[src/shared/pgt_defines.svh]
// Offsets, field positions, reset values and timing counts of the paired timer control.
`ifndef PGT_DEFINES_SVH
`define PGT_DEFINES_SVH
`define PGT_OFS_CTRL_A 12'h000
`define PGT_OFS_CTRL_B 12'h004
`define PGT_OFS_TIMER_A 12'h008
`define PGT_OFS_TIMER_B 12'h00C
`define PGT_OFS_PERIOD_A 12'h010
`define PGT_OFS_PERIOD_B 12'h014
`define PGT_BIT_RUN 15
`define PGT_BIT_IDLE_HALT 13
`define PGT_BIT_GATE 6
`define PGT_BIT_PS_HI 5
`define PGT_BIT_PS_LO 4
`define PGT_BIT_CONCAT 3
`define PGT_BIT_CSRC 1
`define PGT_CTRL_MASK 16'hA07A
`define PGT_CTRL_RESET 16'h0000
`define PGT_PERIOD_RESET 16'hFFFF
`define PGT_DIV8 8'h07
`define PGT_DIV64 8'h3F
`define PGT_DIV256 8'hFF
`endif

[src/shared/pgt_pkg.sv]
// Types shared by the paired timer control.
package pgt_pkg;
  typedef enum logic [1:0] {
    PGT_PS_1,
    PGT_PS_8,
    PGT_PS_64,
    PGT_PS_256
  } pgt_prescale_t;
endpackage

[src/core/pgt_timer_pair.sv]
// Paired 16/32-bit general timer with its control words on an AHB-Lite slave.
`include "pgt_defines.svh"

// ----------------------------------------------------------------------------
// Paired timer core and register slave
// ----------------------------------------------------------------------------
// Operation
// - Concatenated pair: run bit starts and stops the combined 32-bit counter.
// - Separate: run bit starts and stops this timer as a 16-bit counter.
// - Idle-halt select set stops counting in idle; clear keeps counting.
// - External clock source makes the gated-accumulation enable have no effect.
// - Internal clock with gate enable set selects gated accumulation mode.
// - Prescale field divides the selected clock by 1, 8, 64 or 256.
// - Concat select set in timer 0's control word joins both timers into one 32-bit timer.
// - Clock source set counts external pin rising edges, else peripheral clock.
// - Unimplemented control bits 14, 12..7, 2 and 0 read as zero.
module pgt_timer_pair #(
  parameter int WIDTH = 16
) (
  // Clock and reset.
  input wire logic hclk,
  input wire logic hresetn,
  // AHB-Lite slave.
  input wire logic hsel,
  input wire logic [11:0] haddr,
  input wire logic [1:0] htrans,
  input wire logic hwrite,
  input wire logic [2:0] hsize,
  input wire logic [31:0] hwdata,
  input wire logic hready,
  output logic [31:0] hrdata,
  output logic hreadyout,
  output logic hresp,
  // Device and pins.
  input wire logic idle_mode,
  input wire logic [1:0] external_count_pin,
  input wire logic [1:0] gate_pin,
  // Period matches.
  output logic [1:0] period_match
);

  // --------------------------------------------------------------------------
  // Register slave
  // --------------------------------------------------------------------------
  logic [15:0] ctrl_r [2];
  logic [WIDTH-1:0] cnt_r [2];
  logic [WIDTH-1:0] per_r [2];
  logic wr_pend_r;
  logic [11:0] wr_addr_r;
  logic [1:0] ext_s1_r, ext_s2_r, ext_s3_r, gate_s1_r, gate_s2_r;
  logic [7:0] pre_r [2];
  logic [1:0] match_r;

  wire access = hsel && hready && htrans[1];
  wire [31:0] rd_mux;
  wire [15:0] wr_ctrl = hwdata[15:0] & `PGT_CTRL_MASK;

  function automatic logic [7:0] div_limit(input logic [1:0] ps);
    case (pgt_pkg::pgt_prescale_t'(ps))
      pgt_pkg::PGT_PS_1: div_limit = 8'h00;
      pgt_pkg::PGT_PS_8: div_limit = `PGT_DIV8;
      pgt_pkg::PGT_PS_64: div_limit = `PGT_DIV64;
      pgt_pkg::PGT_PS_256: div_limit = `PGT_DIV256;
      default: div_limit = 8'h00;
    endcase
  endfunction

  assign rd_mux = (haddr == `PGT_OFS_CTRL_A) ? {16'h0000, ctrl_r[0]} :
                  (haddr == `PGT_OFS_CTRL_B) ? {16'h0000, ctrl_r[1]} :
                  (haddr == `PGT_OFS_TIMER_A) ? {16'h0000, cnt_r[0]} :
                  (haddr == `PGT_OFS_TIMER_B) ? {16'h0000, cnt_r[1]} :
                  (haddr == `PGT_OFS_PERIOD_A) ? {16'h0000, per_r[0]} :
                  (haddr == `PGT_OFS_PERIOD_B) ? {16'h0000, per_r[1]} : 32'h0000_0000;

  assign hreadyout = 1'b1;
  assign hresp = 1'b0;
  assign period_match = match_r;

  always_ff @(posedge hclk or negedge hresetn) begin
    if (!hresetn) begin
      wr_pend_r <= 1'b0;
      wr_addr_r <= 12'h000;
      hrdata <= 32'h0000_0000;
    end else begin
      wr_pend_r <= access && hwrite;
      if (access) begin
        wr_addr_r <= haddr;
      end
      if (access && !hwrite) begin
        hrdata <= rd_mux;
      end
    end
  end

  // --------------------------------------------------------------------------
  // Pin synchronisers
  // --------------------------------------------------------------------------
  always_ff @(posedge hclk or negedge hresetn) begin
    if (!hresetn) begin
      ext_s1_r <= 2'h0;
      ext_s2_r <= 2'h0;
      ext_s3_r <= 2'h0;
      gate_s1_r <= 2'h0;
      gate_s2_r <= 2'h0;
    end else begin
      ext_s1_r <= external_count_pin;
      ext_s2_r <= ext_s1_r;
      ext_s3_r <= ext_s2_r;
      gate_s1_r <= gate_pin;
      gate_s2_r <= gate_s1_r;
    end
  end

  // --------------------------------------------------------------------------
  // Counting
  // --------------------------------------------------------------------------
  // Timer 1 follows timer 0's control word while the pair is joined, so its own settings are inert.
  wire concat = ctrl_r[0][`PGT_BIT_CONCAT];
  wire [15:0] eff_ctrl [2];
  wire [1:0] src_tick, gated, run_ok, pre_tick, step;
  assign eff_ctrl[0] = ctrl_r[0];
  assign eff_ctrl[1] = concat ? ctrl_r[0] : ctrl_r[1];

  genvar g;
  generate
    for (g = 0; g < 2; g++) begin : g_tmr
      wire [15:0] c = eff_ctrl[g];
      wire ext_edge = ext_s2_r[g] & ~ext_s3_r[g];
      // In 32-bit mode the first timer's pin drives the pair.
      wire ext_edge_sel = concat ? (ext_s2_r[0] & ~ext_s3_r[0]) : ext_edge;
      wire gate_lvl = concat ? gate_s2_r[0] : gate_s2_r[g];
      assign src_tick[g] = c[`PGT_BIT_CSRC] ? ext_edge_sel : 1'b1;
      assign gated[g] = ~c[`PGT_BIT_CSRC] & c[`PGT_BIT_GATE];
      assign run_ok[g] = c[`PGT_BIT_RUN] & ~(c[`PGT_BIT_IDLE_HALT] & idle_mode)
                         & (~gated[g] | gate_lvl);
      assign pre_tick[g] = run_ok[g] & src_tick[g] & (pre_r[g] == div_limit(c[`PGT_BIT_PS_HI:`PGT_BIT_PS_LO]));
      always_ff @(posedge hclk or negedge hresetn) begin
        if (!hresetn) begin
          pre_r[g] <= 8'h00;
        end else if (wr_pend_r && wr_addr_r == (g ? `PGT_OFS_CTRL_B : `PGT_OFS_CTRL_A)) begin
          pre_r[g] <= 8'h00;
        end else if (run_ok[g] && src_tick[g]) begin
          pre_r[g] <= pre_tick[g] ? 8'h00 : pre_r[g] + 8'h01;
        end
      end
    end
  endgenerate

  wire [31:0] cnt32 = {cnt_r[1], cnt_r[0]};
  wire [31:0] per32 = {per_r[1], per_r[0]};
  wire hit32 = cnt32 == per32;
  assign step[0] = pre_tick[0];
  assign step[1] = concat ? 1'b0 : pre_tick[1];

  always_ff @(posedge hclk or negedge hresetn) begin
    if (!hresetn) begin
      for (int i = 0; i < 2; i++) begin
        ctrl_r[i] <= `PGT_CTRL_RESET;
        cnt_r[i] <= '0;
        per_r[i] <= `PGT_PERIOD_RESET;
      end
      match_r <= 2'h0;
    end else begin
      match_r <= 2'h0;
      if (concat && step[0]) begin
        match_r <= {1'b0, hit32};
        {cnt_r[1], cnt_r[0]} <= hit32 ? 32'h0000_0000 : cnt32 + 32'h0000_0001;
      end else begin
        for (int i = 0; i < 2; i++) begin
          if (step[i] && !(concat && i == 1)) begin
            match_r[i] <= cnt_r[i] == per_r[i];
            cnt_r[i] <= (cnt_r[i] == per_r[i]) ? '0 : cnt_r[i] + 1'b1;
          end
        end
      end
      if (wr_pend_r) begin
        case (wr_addr_r)
          `PGT_OFS_CTRL_A: ctrl_r[0] <= wr_ctrl;
          `PGT_OFS_CTRL_B: ctrl_r[1] <= wr_ctrl;
          `PGT_OFS_TIMER_A: cnt_r[0] <= hwdata[WIDTH-1:0];
          `PGT_OFS_TIMER_B: cnt_r[1] <= hwdata[WIDTH-1:0];
          `PGT_OFS_PERIOD_A: per_r[0] <= hwdata[WIDTH-1:0];
          `PGT_OFS_PERIOD_B: per_r[1] <= hwdata[WIDTH-1:0];
          default: ;
        endcase
      end
    end
  end

  // --------------------------------------------------------------------------
  // Checks
  // --------------------------------------------------------------------------
  a_unimpl_zero: assert property (@(posedge hclk) disable iff (!hresetn)
    (ctrl_r[0] & ~`PGT_CTRL_MASK) == 16'h0000) else $error("Unimplemented control bit set.");
  a_stop_holds: assert property (@(posedge hclk) disable iff (!hresetn)
    !ctrl_r[0][`PGT_BIT_RUN] && !wr_pend_r |=> $stable(cnt_r[0])) else $error("Stopped timer moved.");
  a_idle_halt: assert property (@(posedge hclk) disable iff (!hresetn)
    ctrl_r[0][`PGT_BIT_IDLE_HALT] && idle_mode |-> !pre_tick[0]) else $error("Counted in idle.");
  a_gate_low: assert property (@(posedge hclk) disable iff (!hresetn)
    gated[0] && !gate_s2_r[0] |-> !pre_tick[0]) else $error("Gated timer counted with gate low.");
  a_ext_ignores: assert property (@(posedge hclk) disable iff (!hresetn)
    ctrl_r[0][`PGT_BIT_CSRC] |-> !gated[0]) else $error("Gate honoured on external clock.");
  a_ext_edge: assert property (@(posedge hclk) disable iff (!hresetn)
    ctrl_r[0][`PGT_BIT_CSRC] && !(ext_s2_r[0] && !ext_s3_r[0]) |-> !pre_tick[0])
    else $error("External timer counted without edge.");
  a_pair_idle_b: assert property (@(posedge hclk) disable iff (!hresetn)
    concat |-> !step[1]) else $error("Partner stepped alone in 32-bit mode.");
  a_partner_inert: assert property (@(posedge hclk) disable iff (!hresetn)
    concat |-> eff_ctrl[1] == ctrl_r[0]) else $error("Partner control used in 32-bit mode.");
  a_div_one: assert property (@(posedge hclk) disable iff (!hresetn)
    run_ok[0] && !ctrl_r[0][`PGT_BIT_CSRC] && ctrl_r[0][5:4] == 2'b00 |-> pre_tick[0])
    else $error("Prescale 1:1 missed a tick.");
  a_run32: assert property (@(posedge hclk) disable iff (!hresetn)
    concat && pre_tick[0] && !hit32 && !wr_pend_r |=> {cnt_r[1], cnt_r[0]} == $past(cnt32) + 32'h0000_0001)
    else $error("Pair counter did not advance.");
  a_gated_on: assert property (@(posedge hclk) disable iff (!hresetn)
    !ctrl_r[0][`PGT_BIT_CSRC] && ctrl_r[0][`PGT_BIT_GATE] |-> gated[0]) else $error("Gate mode not entered.");
endmodule

[config.mk]
export PLATFORM = sky130hd
export DESIGN_NAME = pgt_timer_pair
export DESIGN_NICKNAME = d
export VERILOG_FILES = /design/src/shared/pgt_pkg.sv /design/src/core/pgt_timer_pair.sv
export VERILOG_INCLUDE_DIRS = /design/src /design/src/shared
export SDC_FILE = /design/constraint.sdc
export NUM_CORES = 1
export LEC_CHECK = 0
export BUFFER_PORTS_ARGS = -buffer_cell sky130_fd_sc_hd__buf_2
export CAP_MARGIN = 10
export CORE_MARGIN = 2
export CORE_UTILIZATION = 49
export DETAILED_ROUTE_END_ITERATION = 7
export PLACE_DENSITY = 0.75
export SYNTH_ARGS = -nofsm -noshare
export SYNTH_HDL_FRONTEND = slang
export SYNTH_SLANG_ARGS = --single-unit
export TNS_END_PERCENT = 30
[constraint.sdc]
create_clock -name hclk -period 7.1 [get_ports hclk]
set_clock_uncertainty 0.1 [all_clocks]
set_input_delay 0.355 -clock hclk [delete_from_list [all_inputs] [get_ports hclk]]
set_output_delay 0.355 -clock hclk [all_outputs]
set_load 0.05 [all_outputs]
==> impl_metrics.env, run 1 <==
export IMPL_status="completed"
export IMPL_ys_flop_type="dfrtp_1"
export IMPL_irDropWorstVdd_uv=143
export IMPL_syn_area_sq_um=7890
export IMPL_post_route_min_period_ps=3130
export IMPL_yosys_top_cells_area="dfrtp_1 33%, dfstp_2 11%, mux2_2 8.4%, xnor2_1 7.7%, nand2_1 3.1%"
export IMPL_min_path_cells=3
export IMPL_diodes=0
export IMPL_regToRegStartpoint="g_tmr[0].c[6]"
export IMPL_max_freq_mhz=320
export IMPL_dp_hpwl_um=14400
export IMPL_fin_total_pwr_w=0.00201
export IMPL_timing_rr_end="cnt32[17]"
export IMPL_yosysWarnings=0
export IMPL_drtPass1Iterations=5
export IMPL_wl_per_cell_um=19.5
export IMPL_synth_top_cell_by_area="dfrtp_1"
export IMPL_synth_cells=816
export IMPL_grt_pass1_wl_um=33600
export IMPL_critical_path_class="flop to flop"
export IMPL_start_util=0.499
export IMPL_post_route_util=0.561
export IMPL_drt_iter0_markers=591
export IMPL_worstPathRequired_ps=7350
export IMPL_ant_nets=0
export IMPL_fin_crit_sh=0.440
export IMPL_slew_headroom=0.218
export IMPL_hold_violations=0
export IMPL_area_growth_pct=12.6
export IMPL_synth_common_cells="103 x dfrtp_1, 69 x xnor2_1, 65 x nand2_1"
export IMPL_clk_pin_slew_worst_paths_ps=60
export IMPL_htree_num_levels=4
export IMPL_antenna_found_initial=0
export IMPL_coreArea_sq_um=15800
export IMPL_track_usage=0.258
export IMPL_drcViolationCount=0
export IMPL_power_density_nw_per_um2=226
export IMPL_dieArea_sq_um=17100
export IMPL_critical_path_max_fanout=16
export IMPL_cp_end_kind="flop"
export IMPL_io_pins=95
export IMPL_gr_total_overflow=0
export IMPL_rows=46
export IMPL_clock_path_buffers=2
export IMPL_cp_arrival_ps=3380
export IMPL_ys_seq_area_frac=0.433
export IMPL_worst_pin_slew_ps=1170
export IMPL_yosysTopAreaCellShare=0.327
export IMPL_via_per_inst=6.05
export IMPL_cts_root_buf="clkbuf_16"
export IMPL_layout_nets=903
export IMPL_rr_worst_depth=6
export IMPL_dp_cells=1032
export IMPL_drive_above_1_share=0.231
export IMPL_ctsHoldBuffers=5
export IMPL_dr_total_vias=6463
export IMPL_grt_pass1_vias=6137
export IMPL_cts_tree="yes"
export IMPL_worstHoldStart="hwrite"
export IMPL_gp_congestion=0.895
export IMPL_die_w_um=131
export IMPL_maxCapViolCount=0
export IMPL_syn_avg_cell_area_sq_um=9.67
export IMPL_rsz0062_at_grt="no"
export IMPL_cts_resized=0
export IMPL_insertion_delay_ps=420
export IMPL_port_buffer_count=56
export IMPL_setup_viol=0
export IMPL_ys_seq_elements=135
export IMPL_tns_ps=0
export IMPL_grt_max_degree=72
export IMPL_synth_most_common_cell="dfrtp_1"
export IMPL_synth_cell_types=63
export IMPL_final_cells=1069
export IMPL_postSynth_asyncResetShare=1.00
export IMPL_rrSetupSlack_ps=3970
export IMPL_slew_viol_final=0
export IMPL_cts_setup_buffers=0
export IMPL_fillers=1345
export IMPL_wirelength_um=20900
export IMPL_power_leakage_nw=3.56
export IMPL_holdCritPathClass="input pin to flop"
export IMPL_synth_edff_count=0
export IMPL_clock_sinks=135
export IMPL_layout_setup_ws_ps=3970
export IMPL_cts_made_buffers=17
export IMPL_crit_path_start_kind="flop"
export IMPL_pre_cts_slack_ps=4030
export IMPL_die_h_um=131
export IMPL_holdPathEnd="wr_pend_r"
-- sequential cells by signal, indices dropped and copies added (netlist names) --
signal and flops:
cnt32 32, ctrl_r 7, ext_s1_r 2, ext_s2_r 2, ext_s3_r 2, g_tmr.c 7, gate_s1_r 2, gate_s2_r 2
hrdata 16, per32 32, period_match 2, pre_r 16, wr_addr_r 12, wr_pend_r 1
-- per-stage QoR --
step	cell area (sq um)	hold WS (ps)
after CTS	8880	56.6
after global placement	8190	232
after detailed placement	8190	237
final	8880	69.4
after floorplan	7950	-40.6
after global routing	8880	69.9
-- worst max-delay path by stage --
stage,start,end,cells past startpoint
finish,g_tmr[0].c[6],cnt32[17],6
global route,pre_r[10],cnt32[17],6
CTS,g_tmr[0].c[3],cnt32[23],6
detailed placement,g_tmr[0].c[6],cnt32[16],6
global placement,haddr[6],hrdata[8],7
floorplan,haddr[6],hrdata[6],8
-- per-layer routing --
metal	vias to the layer above	part of all wire	global-route usage
li1	2987	-	-
met1	3125	0.42	0.358
met2	298	0.47	0.402
met3	53	0.075	0.0399
met4	0	0.032	0.115
met5	-	0	0
-- area by class of cell --
class | count | area [sq um] | share of cell area
Clock buffer | 21 | 470 | 0.0530
Clock inverter | 11 | 169 | 0.0190
Inverter | 13 | 48.8 | 0.00549
Multi-Input combinational cell | 608 | 4140 | 0.466
Sequential cell | 135 | 3420 | 0.385
Tap cell | 216 | 270 | 0.0304
Timing Repair Buffer | 65 | 367 | 0.0413
-- logic make-up (layout without fill, tap and decap cells) --
| family | Yosys count | in the layout | synth area share |
|---|---|---|---|
| AOI/OAI and AO/OA | 173 | 173 | 0.147 |
| xor gates and xnor gates | 70 | 70 | 0.0777 |
| adders and majority gates | 4 | 4 | 0.00634 |
| buffers and inverters | 89 | 110 | 0.0547 |
| DFF | 135 | 135 | 0.433 |
| muxes | 66 | 66 | 0.0931 |
| other | 2 | 18 | 0.000952 |
| and+or+nand+nor | 277 | 277 | 0.188 |
-- cell usage in the layout, fill, tap and decap left out, types with 20 or more instances in the layout --
master,count
mux2_2,59
buf_2,55
nand4_1,20
nand2_1,65
a21oi_1,39
nand3_1,38
nor3_1,22
nor2_1,32
a31oi_1,20
dfstp_2,32
xnor2_1,69
dfrtp_1,103
o21ai_0,38
-- power by group --
part | switching [W] | internal (W)
Sequential | 0.0000518 | 0.000816
Clock | 0.000336 | 0.000616
Combinational | 0.000116 | 0.0000732
Total | 0.000504 | 0.00151
-- critical path: stages, from the launching register on --
cell	delay (ps)
dfrtp_1	400
or3b_2	210
o2111ai_1	280
a2111o_1	690
a211oi_2	1000
a21oi_1	180
a21oi_1	190
Note: power is estimated with default switching activity, not from simulation.
==> run 2: changes to the inputs <==
- clock period: 7.1 -> 3 ns (I/O delays scaled with it)
==> run 2 against run 1 <==
  * Non-clock buffer count up 56
  * Critical endpoint is now cnt32[19]
  * Combinational power rose to 2.6 times the previous value
  * Wire length up 4.4%
  * Count of clock-buffer cells in the layout down 2
  * Largest power group unchanged
  * Final cell count up 5.2%
==> impl_metrics.env, run 2 (same netlist as run 1, synthesis figures left out) <==
export IMPL_dp_cells=1061
export IMPL_diodes=0
export IMPL_post_route_min_period_ps=2750
export IMPL_slew_headroom=0.514
export IMPL_final_common_cell="dfrtp_1"
export IMPL_pwr_share_seq=0.433
export IMPL_grt_max_degree=66
export IMPL_post_route_util=0.591
export IMPL_combPwrFrac=0.103
export IMPL_p_int_w=0.00349
export IMPL_gr_total_overflow=0
export IMPL_drt_iter0_markers=728
export IMPL_cp_end_kind="flop"
export IMPL_area_growth_pct=18.5
export IMPL_path_cells="mux2_2 -> mux2i_1 -> o31a_1 -> nor3_1 -> nand3b_1 -> buf_4 -> o21ai_0"
export IMPL_critical_path_top_delay_family="compound AO/OA/AOI/OAI gates"
export IMPL_clk_pin_slew_worst_paths_ps=60
export IMPL_rows=46
export IMPL_worst_pin_slew_ps=729
export IMPL_final_cell_mix="103 x dfrtp_1, 69 x xnor2_1, 65 x nand2_1"
export IMPL_fillers=1302
export IMPL_cts_tree="yes"
export IMPL_gp_congestion=0.892
export IMPL_clock_path_buffers=2
export IMPL_track_usage=0.269
export IMPL_worstPathRequired_ps=3240
export IMPL_irDropWorstVdd_uv=415
export IMPL_die_h_um=131
export IMPL_htree_num_levels=4
export IMPL_max_freq_mhz=364
export IMPL_final_cells=1125
export IMPL_cp_arrival_ps=2980
export IMPL_coreArea_sq_um=15800
export IMPL_tns_ps=0
export IMPL_wirelength_um=21800
export IMPL_crit_path_start_kind="flop"
export IMPL_clock_sinks=135
export IMPL_fin_crit_sh=0.915
export IMPL_critical_path_class="flop to flop"
export IMPL_cts_made_buffers=17
export IMPL_dieArea_sq_um=17100
export IMPL_dp_hpwl_um=14800
export IMPL_insertion_delay_ps=440
export IMPL_start_util=0.499
export IMPL_holdCritPathClass="input pin to flop"
export IMPL_power_frac_clock=0.464
export IMPL_port_buffer_count=56
export IMPL_antenna_found_initial=0
export IMPL_drive_above_1_share=0.249
export IMPL_critPathMaxStageDelay_ps=630
export IMPL_cts_resized=0
export IMPL_slew_viol_final=0
export IMPL_via_per_inst=6.01
export IMPL_drcViolationCount=0
export IMPL_maxCapViolCount=0
export IMPL_io_pins=95
export IMPL_worst_path_buf_inv=1
export IMPL_grt_pass1_vias=6513
export IMPL_critical_path_max_fanout=17
export IMPL_power_density_nw_per_um2=508
export IMPL_drtPass1Iterations=8
export IMPL_p_switching_w=0.00126
export IMPL_grt_pass1_wl_um=35100
export IMPL_wl_per_cell_um=19.4
export IMPL_die_w_um=131
export IMPL_hold_violations=0
export IMPL_critPathSlowestCell="o31a_1"
export IMPL_setup_viol=0
export IMPL_dr_total_vias=6763
export IMPL_ant_nets=0
export IMPL_status="completed"
export IMPL_power_leakage_nw=3.80
export IMPL_cts_root_buf="clkbuf_16"
export IMPL_layout_nets=959
export IMPL_p_sw_frac=0.265
export IMPL_rsz0062_at_grt="no"
[run 2: path summary, 6_finish.rpt]
kind,endpoint,slack (ps),from,depth (start not counted)
max reg2reg,cnt32[19],250,g_tmr[0].c[3],7
min in group asynchronous,cnt32[11],180,hresetn,2
max,cnt32[19],250,g_tmr[0].c[3],7
min,wr_pend_r,80,hready,4
min reg2reg,gate_s2_r[0],250,gate_s1_r[0],0
max in group asynchronous,per32[5],1810,hresetn,3
[run 2: per-layer routing]
layer / vias to the layer above / GRT usage / routed length, um
met5: - / 0 / 0
met4: 0 / 0.105 / 710
met3: 61 / 0.0566 / 1710
met2: 318 / 0.415 / 10200
met1: 3285 / 0.373 / 9160
li1: 3099 / - / -
[run 2: layout make-up]
| class | count | area (sq um) | share of cell area |
|---|---|---|---|
| clock buffers | 19 | 453 | 0.0484 |
| clock inverters | 13 | 170 | 0.0182 |
| inverters | 13 | 48.8 | 0.00522 |
| multi-input cells | 608 | 4120 | 0.441 |
| flip-flops and latches | 135 | 3420 | 0.366 |
| well taps | 216 | 270 | 0.0289 |
| repair buffers | 121 | 867 | 0.0927 |
[run 2: metrics by stage]
step	instance area [sq um]	hold WS [ps]	power, W	worst slack (ps)
2_1_floorplan	7950	-246	0.00235	738
3_3_place_gp	8410	83.3	0.00251	421
3_5_place_dp	8410	84.7	0.00253	359
4_1_cts	9350	65.3	0.00476	343
5_1_grt	9350	110	0.00491	96.9
6_report	9350	80.0	0.00475	254
[run 2: power by group through the flow]
stage	combinational (W)	sequential [W]	clock, W
CTS	0.000484	0.00205	0.00222
finish	0.000487	0.00206	0.00220
global route	0.000538	0.00207	0.00230
detailed placement	0.000446	0.00208	0
global placement	0.000434	0.00208	0
floorplan	0.000317	0.00204	0
[run 2: worst min-delay path, stage by stage]
cell and delay [ps]:
buf_2 100, nand3_1 50, buf_4 210, nor2_1 60
[run 2: repair_timing]
item	4_1_cts	5_1_grt
endpoints found under the hold margin	123	0
setup buffers	0	0
hold buffers	32	0
